==> src/rtl/ccs_regs.svh <==
// Purpose: Register offsets, field positions and reset values of the comparator control block
// Assumes: APB with 32-bit data, word-aligned registers
// Notes: Included by the top design module
`ifndef CCS_REGS_SVH
`define CCS_REGS_SVH

`define CCS_OFF_CTRL0 12'h000
`define CCS_OFF_CTRL1 12'h004
`define CCS_OFF_CTRL2 12'h008
`define CCS_OFF_STATUS 12'h00c
`define CCS_OFF_IMASK 12'h010

`define CCS_CTRL_EN 0
`define CCS_CTRL_IE 1
`define CCS_CTRL_HYS 2
`define CCS_CTRL_PSEL 3
`define CCS_CTRL_NSEL 4
`define CCS_CTRL_INV 6
`define CCS_CTRL_MASK 7'h5f
`define CCS_CTRL2_MASK 7'h57

`define CCS_ST_OP0 4
`define CCS_ST_OP1 5
`define CCS_ST_OUT0 8
`define CCS_ST_FLAG_MASK 6'h37
`define CCS_IMASK_RESET 6'h37

`define CCS_RESET_VAL 32'h0000_0000

`endif

==> src/rtl/ccs_pkg.sv <==
// Purpose: Types shared by the comparator control design files
// Assumes: Nothing beyond the register header
// Notes: Constants live in the header, types here
package ccs_pkg;

  typedef logic [6:0] ccs_ctrl_t;
  typedef enum logic {CCS_NEG_PIN, CCS_NEG_BANDGAP} ccs_neg_sel_t;

endpackage : ccs_pkg

==> src/rtl/ccs_sync.sv <==
// Purpose: Two-stage synchroniser for one asynchronous level
// Assumes: Input comes from analog logic outside the clock domain
// Notes: First stage is read only by the second
`timescale 1ns/10ps
module ccs_sync
  import ccs_pkg::*;
(
  input wire logic clk_sys,
  input wire logic rst_n,
  input wire logic ce,
  input wire logic d,
  output logic q
);

  logic meta_r;

  always_ff @(posedge clk_sys or negedge rst_n) begin
    if (!rst_n) begin
      meta_r <= 1'b0;
      q <= 1'b0;
    end else if (ce) begin
      meta_r <= d;
      q <= meta_r;
    end
  end

endmodule : ccs_sync

==> src/rtl/ccs_chan.sv <==
// Purpose: One sampled channel with optional inversion and change detection
// Assumes: Input already synchronised
// Notes: Change pulse lasts one enabled cycle
`timescale 1ns/10ps
module ccs_chan
  import ccs_pkg::*;
(
  input wire logic clk_sys,
  input wire logic rst_n,
  input wire logic ce,
  input wire logic d_sync,
  input wire logic invert,
  output logic sample_r,
  output logic change
);

  logic sample_nxt;

  assign sample_nxt = d_sync ^ invert;

  always_ff @(posedge clk_sys or negedge rst_n) begin
    if (!rst_n) begin
      sample_r <= 1'b0;
    end else if (ce) begin
      sample_r <= sample_nxt;
    end
  end

  // Current versus previous sample
  assign change = ce & (sample_nxt != sample_r);

endmodule : ccs_chan

==> src/rtl/ccs_top.sv <==
// Purpose: Control and status logic for three analog comparators and two buffer monitors
// Assumes: clk_sys is the gated peripheral clock; analog outputs are asynchronous
// Notes: APB slave, zero wait states, PSLVERR on unmapped addresses
//
// Decided for this implementation: the APB interface to the registers.
`timescale 1ns/10ps
`include "ccs_regs.svh"
module ccs_top
  import ccs_pkg::*;
(
  input wire logic clk_sys,
  input wire logic rst_n,
  input wire logic clk_en,
  input wire logic psel,
  input wire logic penable,
  input wire logic pwrite,
  input wire logic [11:0] paddr,
  input wire logic [31:0] pwdata,
  input wire logic [3:0] pstrb,
  output logic [31:0] prdata,
  output logic pready,
  output logic pslverr,
  input wire logic [2:0] cmp_raw_out,
  input wire logic [1:0] opamp_buf_out,
  output logic [2:0] cmp_enable,
  output logic [2:0] cmp_hysteresis_enable,
  output logic [1:0] cmp_positive_select,
  output logic [2:0] cmp_negative_select,
  output logic [2:0] cmp_sampled_output,
  output logic irq
);

  // ---------------------------------------------------------------
  // Bus decode
  // ---------------------------------------------------------------
  logic acc;
  logic wr;
  logic sel_c0;
  logic sel_c1;
  logic sel_c2;
  logic sel_st;
  logic sel_im;
  logic mapped;
  logic full_low;

  assign acc = psel & penable & clk_en;
  assign wr = acc & pwrite;
  assign sel_c0 = (paddr == `CCS_OFF_CTRL0);
  assign sel_c1 = (paddr == `CCS_OFF_CTRL1);
  assign sel_c2 = (paddr == `CCS_OFF_CTRL2);
  assign sel_st = (paddr == `CCS_OFF_STATUS);
  assign sel_im = (paddr == `CCS_OFF_IMASK);
  assign mapped = sel_c0 | sel_c1 | sel_c2 | sel_st | sel_im;
  // Every writable field lives in byte lane 0
  assign full_low = pstrb[0];
  // Zero wait states; while the clock is gated off the bus just waits
  assign pready = clk_en;
  assign pslverr = psel & penable & ~mapped;

  // ---------------------------------------------------------------
  // Control registers
  // ---------------------------------------------------------------
  ccs_ctrl_t ctrl_r [3];
  logic [5:0] imask_r;
  logic [2:0] ctrl_sel;

  assign ctrl_sel = {sel_c2, sel_c1, sel_c0};

  always_ff @(posedge clk_sys or negedge rst_n) begin
    if (!rst_n) begin
      for (int i = 0; i < 3; i++) begin
        ctrl_r[i] <= ccs_ctrl_t'(`CCS_RESET_VAL);
      end
    end else if (wr && full_low) begin
      for (int i = 0; i < 2; i++) begin
        if (ctrl_sel[i]) begin
          ctrl_r[i] <= pwdata[6:0] & `CCS_CTRL_MASK;
        end
      end
      if (ctrl_sel[2]) begin
        ctrl_r[2] <= pwdata[6:0] & `CCS_CTRL2_MASK;
      end
    end
  end

  // Extra mask over the status layout; all sources pass after reset
  always_ff @(posedge clk_sys or negedge rst_n) begin
    if (!rst_n) begin
      imask_r <= `CCS_IMASK_RESET;
    end else if (wr && full_low && sel_im) begin
      imask_r <= pwdata[5:0] & `CCS_ST_FLAG_MASK;
    end
  end

  // ---------------------------------------------------------------
  // Analog side controls
  // ---------------------------------------------------------------
  always_comb begin
    for (int i = 0; i < 3; i++) begin
      cmp_enable[i] = ctrl_r[i][`CCS_CTRL_EN];
      cmp_hysteresis_enable[i] = ctrl_r[i][`CCS_CTRL_HYS];
      cmp_negative_select[i] = ctrl_r[i][`CCS_CTRL_NSEL];
    end
    for (int i = 0; i < 2; i++) begin
      cmp_positive_select[i] = ctrl_r[i][`CCS_CTRL_PSEL];
    end
  end

  // ---------------------------------------------------------------
  // Sampling and change detection
  // ---------------------------------------------------------------
  // Raw output already reflects positive above negative in the analog core
  logic [4:0] raw_all;
  logic [4:0] sync_all;
  logic [4:0] inv_all;
  logic [4:0] samp_all;
  logic [4:0] chg_all;

  assign raw_all = {opamp_buf_out, cmp_raw_out};
  assign inv_all = {2'b00, ctrl_r[2][`CCS_CTRL_INV], ctrl_r[1][`CCS_CTRL_INV], ctrl_r[0][`CCS_CTRL_INV]};

  for (genvar g = 0; g < 5; g++) begin : g_chan
    ccs_sync u_sync (
      .clk_sys(clk_sys),
      .rst_n(rst_n),
      .ce(clk_en),
      .d(raw_all[g]),
      .q(sync_all[g])
    );
    ccs_chan u_chan (
      .clk_sys(clk_sys),
      .rst_n(rst_n),
      .ce(clk_en),
      .d_sync(sync_all[g]),
      .invert(inv_all[g]),
      .sample_r(samp_all[g]),
      .change(chg_all[g])
    );
  end

  assign cmp_sampled_output = samp_all[2:0];

  // ---------------------------------------------------------------
  // Status flags
  // ---------------------------------------------------------------
  logic [5:0] flag_r;
  logic [5:0] flag_set;
  logic [5:0] flag_clr;

  assign flag_set = {chg_all[4], chg_all[3], 1'b0, chg_all[2:0]};
  assign flag_clr = (wr && full_low && sel_st) ? (pwdata[5:0] & `CCS_ST_FLAG_MASK) : 6'h00;

  always_ff @(posedge clk_sys or negedge rst_n) begin
    if (!rst_n) begin
      flag_r <= 6'h00;
    end else if (clk_en) begin
      // Set wins so a change in the clearing cycle is kept
      flag_r <= (flag_r & ~flag_clr) | flag_set;
    end
  end

  // ---------------------------------------------------------------
  // Interrupt
  // ---------------------------------------------------------------
  logic [5:0] flag_en;

  // Buffer flags have no control bit, so only the mask gates them
  assign flag_en = {2'b11, 1'b0, ctrl_r[2][`CCS_CTRL_IE], ctrl_r[1][`CCS_CTRL_IE], ctrl_r[0][`CCS_CTRL_IE]};

  always_ff @(posedge clk_sys or negedge rst_n) begin
    if (!rst_n) begin
      irq <= 1'b0;
    end else if (clk_en) begin
      irq <= |(flag_r & flag_en & imask_r);
    end
  end

  // ---------------------------------------------------------------
  // Read data
  // ---------------------------------------------------------------
  logic [31:0] rd_nxt;

  always_comb begin
    rd_nxt = 32'h0000_0000;
    unique case (1'b1)
      sel_c0: rd_nxt = {25'h0, ctrl_r[0]};
      sel_c1: rd_nxt = {25'h0, ctrl_r[1]};
      sel_c2: rd_nxt = {25'h0, ctrl_r[2]};
      sel_st: rd_nxt = {21'h0, samp_all[2:0], 2'b00, flag_r};
      sel_im: rd_nxt = {26'h0, imask_r};
      default: rd_nxt = 32'h0000_0000;
    endcase
  end

  // Registered in the setup cycle so data is ready in the access phase
  always_ff @(posedge clk_sys or negedge rst_n) begin
    if (!rst_n) begin
      prdata <= 32'h0000_0000;
    end else if (clk_en && psel && !penable && !pwrite) begin
      prdata <= rd_nxt;
    end
  end

endmodule : ccs_top

==> config.mk <==
export PLATFORM = sky130hd
export DESIGN_NAME = ccs_top
export DESIGN_NICKNAME = d
export VERILOG_FILES = /design/src/rtl/ccs_pkg.sv /design/src/rtl/ccs_sync.sv /design/src/rtl/ccs_chan.sv /design/src/rtl/ccs_top.sv
export VERILOG_INCLUDE_DIRS = /design/src /design/src/rtl
export SDC_FILE = /design/constraint.sdc
export NUM_CORES = 1
export LEC_CHECK = 0
export BUFFER_PORTS_ARGS = -buffer_cell sky130_fd_sc_hd__buf_2
export CORE_ASPECT_RATIO = 0.6
export CORE_UTILIZATION = 25
export DETAILED_ROUTE_END_ITERATION = 12
export GPL_TIMING_DRIVEN = 0
export PLACE_DENSITY = 0.58
export SETUP_SLACK_MARGIN = 0.4
export SYNTH_ARGS = -nofsm -noshare
export SYNTH_HDL_FRONTEND = slang
export SYNTH_HIERARCHICAL = 1
export SYNTH_SLANG_ARGS = --single-unit
export TNS_END_PERCENT = 50
==> constraint.sdc <==
create_clock -name clk_sys -period 4.1 [get_ports clk_sys]
set_clock_uncertainty 0.15 [all_clocks]
set_input_delay 0.205 -clock clk_sys [delete_from_list [all_inputs] [get_ports clk_sys]]
set_output_delay 0.205 -clock clk_sys [all_outputs]
set_load 0.01 [all_outputs]
==> impl_metrics.tcl <==
set metrics [dict create \
    status "complete, no violations" \
    root_buffer "clkbuf_16" \
    num_rows 29 \
    drive_gt1_frac 0.438 \
    clock.fmax_mhz 390 \
    grt.total_usage 0.124 \
    crit_type "input port to flip-flop" \
    multi_input_area_mm2 0.00118 \
    synth_edf_count 0 \
    ant_nets 0 \
    area_delta_synth_final_pct 27.8 \
    grt_max_degree 54 \
    min_path_type "input port to asynchronous set/reset pin" \
    dieArea_mm2 0.0114 \
    reg2regPathDepth 3 \
    clockBufferDepth 2 \
    stdcell_count 477 \
    post-route-drc-count 0 \
    setup_viol 0 \
    syn_avg_cell_area_um2 11.2 \
    sequentialPowerShare 0.467 \
    synth_seq_cells 53 \
    grt_first_pass_wirelength_um 10500 \
    rsz0062_at_grt "no" \
    crit_path_top_delay_cell "nor4_4" \
    p_sw_mw 0.293 \
    path_clk_slew_ns 0.07 \
    powerDensity_mw_per_mm2 343 \
    cts_setup_buffers 0 \
    internal_power_mw 0.911 \
    clkPwrFrac 0.410 \
    routabilityCongestion 0.821 \
    ff_latch_area_mm2 0.00133 \
    maxSlewViolCount 0 \
    synth_top_area_cell "dfrtp_1" \
    cp-end-kind "flip-flop" \
    ys.flop_type "dfrtp_1" \
    cp_cell_sequence "buf_2, clkbuf_1, nand2_1, nor4_4, and3_2, buf_6, mux2_2" \
    critPathLaunchType "input port" \
    period_needed_ns 2.56 \
    start_util 0.258 \
    holdBufCountCts 5 \
    comb_power_share 0.123 \
    yosys.cell_types.count 35 \
    cp.buffers_inverters 3 \
    irDropWorstVdd_uv 197 \
    core_mm2 0.0106 \
    arrival_ns 2.60 \
    yosysTopAreaCellShare 0.438 \
    insertedDiodeCount 0 \
    routed_wl_um 6660 \
    reg2reg_slack_ns 2.49 \
    ys_warn_count 6 \
    fin_crit_sh 0.625 \
    synth_most_common_cell "dfrtp_1" \
    hold_viol_final 0 \
    synthArstFlopShare 1.00 \
    synth_common_cells "dfrtp_1 (48), buf_4 (37), mux2_2 (33)" \
    cap_violations 0 \
    max_stage_delay_ns 0.53 \
    finalSetupTns_ns 0 \
    tightestPinTransition_ns 1.19 \
    clkSinkCount 53 \
    rr_endpoint "prdata[4]" \
    synth.area.top_cells "dfrtp_1 (44%), mux2_2 (14%), buf_4 (10%)" \
    cts_tree "done" \
    antenna_found_initial 1 \
    cp.required_ns 4.14 \
    wl_per_cell_um 14.0 \
    cts_inserted_buffers 5 \
    place.port_buffers 56 \
    worst-path-max-fanout 32 \
    place_inst 464 \
    ios 108 \
    syn_inst 246 \
    dieHeight_um 83.2 \
    gr-total-overflow 0 \
    reg2reg_from "flag_r[4]" \
    fill_cells 1084 \
    nNetsFinal 396 \
    p_leak_nw 1.75 \
    cts_max_level 2 \
    switching_share 0.244 \
    firstDrtPassIters 4 \
    synth_area_mm2 0.00275 \
    drt-initial-drc-count 68 \
    critPathTopFamily "simple AND/OR/NAND/NOR gates" \
    startpoint "clk_en" \
    first_global_vias 1990 \
    ys_seq_area_frac 0.485 \
    viasPerCell 4.34 \
    holdWs_ns 0.00240 \
    die_x_um 137 \
    max_slew_margin 0.210 \
    worstSkewPairLatency_ns 0.30 \
    post_cts_resized 0 \
    post-dp-hpwl_um 5130 \
    vias 2072 \
]
==> worst register-to-register path: cells and delay by family (launching register included) <==
kind | cells | cell delay [ns]
AO/OA/AOI/OAI | 2 | 0.42
multiplexers | 1 | 0.50
flip-flops | 1 | 0.41
==> stage by stage <==
step                       util  total power, mW  setup slack (ns)  area (µm²)
after floorplan               -            0.660              1.98        2830
after global placement    0.309            0.713              1.31        3290
after detailed placement  0.309            0.718              1.25        3290
after CTS                 0.330             1.22              1.54        3510
after global routing      0.330             1.26              1.34        3510
final                     0.330             1.20              1.54        3510
==> layer usage <==
layer / up-vias / track usage / wire (µm)
li1: 986 / - / -
met1: 1001 / 0.192 / 3490
met2: 73 / 0.158 / 2600
met3: 10 / 0.0372 / 455
met4: 2 / 0.0400 / 92
met5: - / 0 / 12
==> sequential cells by signal, summed over array words and instances, names as in the netlist, 5 cells and up <==
name	count
flag_r	5
g_chan.u_chan/sample_r	5
imask_r	5
g_chan.u_sync/q	5
g_chan.u_sync/meta_r	5
prdata	10
ctrl_r	6
==> layout by cell type, fill, tap and decap left out, types with 5 or more instances in the layout <==
| master | n |
|---|---|
| buf_2 | 57 |
| a22o_1 | 6 |
| clkbuf_1 | 6 |
| o21ai_0 | 10 |
| nor2_1 | 11 |
| dfstp_2 | 5 |
| conb_1 | 24 |
| clkbuf_16 | 5 |
| nand3_1 | 10 |
| buf_4 | 37 |
| dlygate4sd3_1 | 5 |
| a21oi_1 | 7 |
| nand2b_1 | 5 |
| mux2i_1 | 10 |
| xnor2_1 | 5 |
| nand2_1 | 24 |
| dfrtp_1 | 48 |
| mux2_2 | 33 |
==> power by group through the flow <==
stage               Sequential, mW  Clock, mW  Combinational, mW
global route                 0.566      0.528              0.164
finish                       0.562      0.494              0.148
floorplan                    0.566          0             0.0932
global placement             0.571          0              0.142
CTS                          0.562      0.504              0.150
detailed placement           0.572          0              0.146
==> logic make-up after synthesis <==
kind of cell,share of synthesized area
buffers and inverters,0.117
XOR/XNOR,0.0160
AND/OR/NAND/NOR,0.121
flip-flops,0.485
multiplexers,0.188
AO/OA/AOI/OAI,0.0711
other,0.00137
==> layout make-up <==
| cell class | count | area share |
|---|---|---|
| multi-input combinational | 170 | 0.336 |
| clock inverter | 3 | 0.0136 |
| clock buffer | 5 | 0.0357 |
| tap | 139 | 0.0496 |
| timing repair buffer | 61 | 0.0942 |
| buffer | 45 | 0.0902 |
| inverter | 1 | 0.00107 |
| sequential | 53 | 0.380 |
==> worst max-delay path by stage <==
stage | end | slack (ns) | cells past startpoint
6_report | ctrl_r[13] | 1.54 | 7
5_1_grt | cmp_positive_select[0] | 1.34 | 6
4_1_cts | cmp_hysteresis_enable[1] | 1.54 | 7
3_5_place_dp | ctrl_r[13] | 1.25 | 7
3_3_place_gp | ctrl_r[8] | 1.31 | 7
2_1_floorplan | cmp_enable[1] | 1.98 | 5
Power figures use the tool's default switching activity.
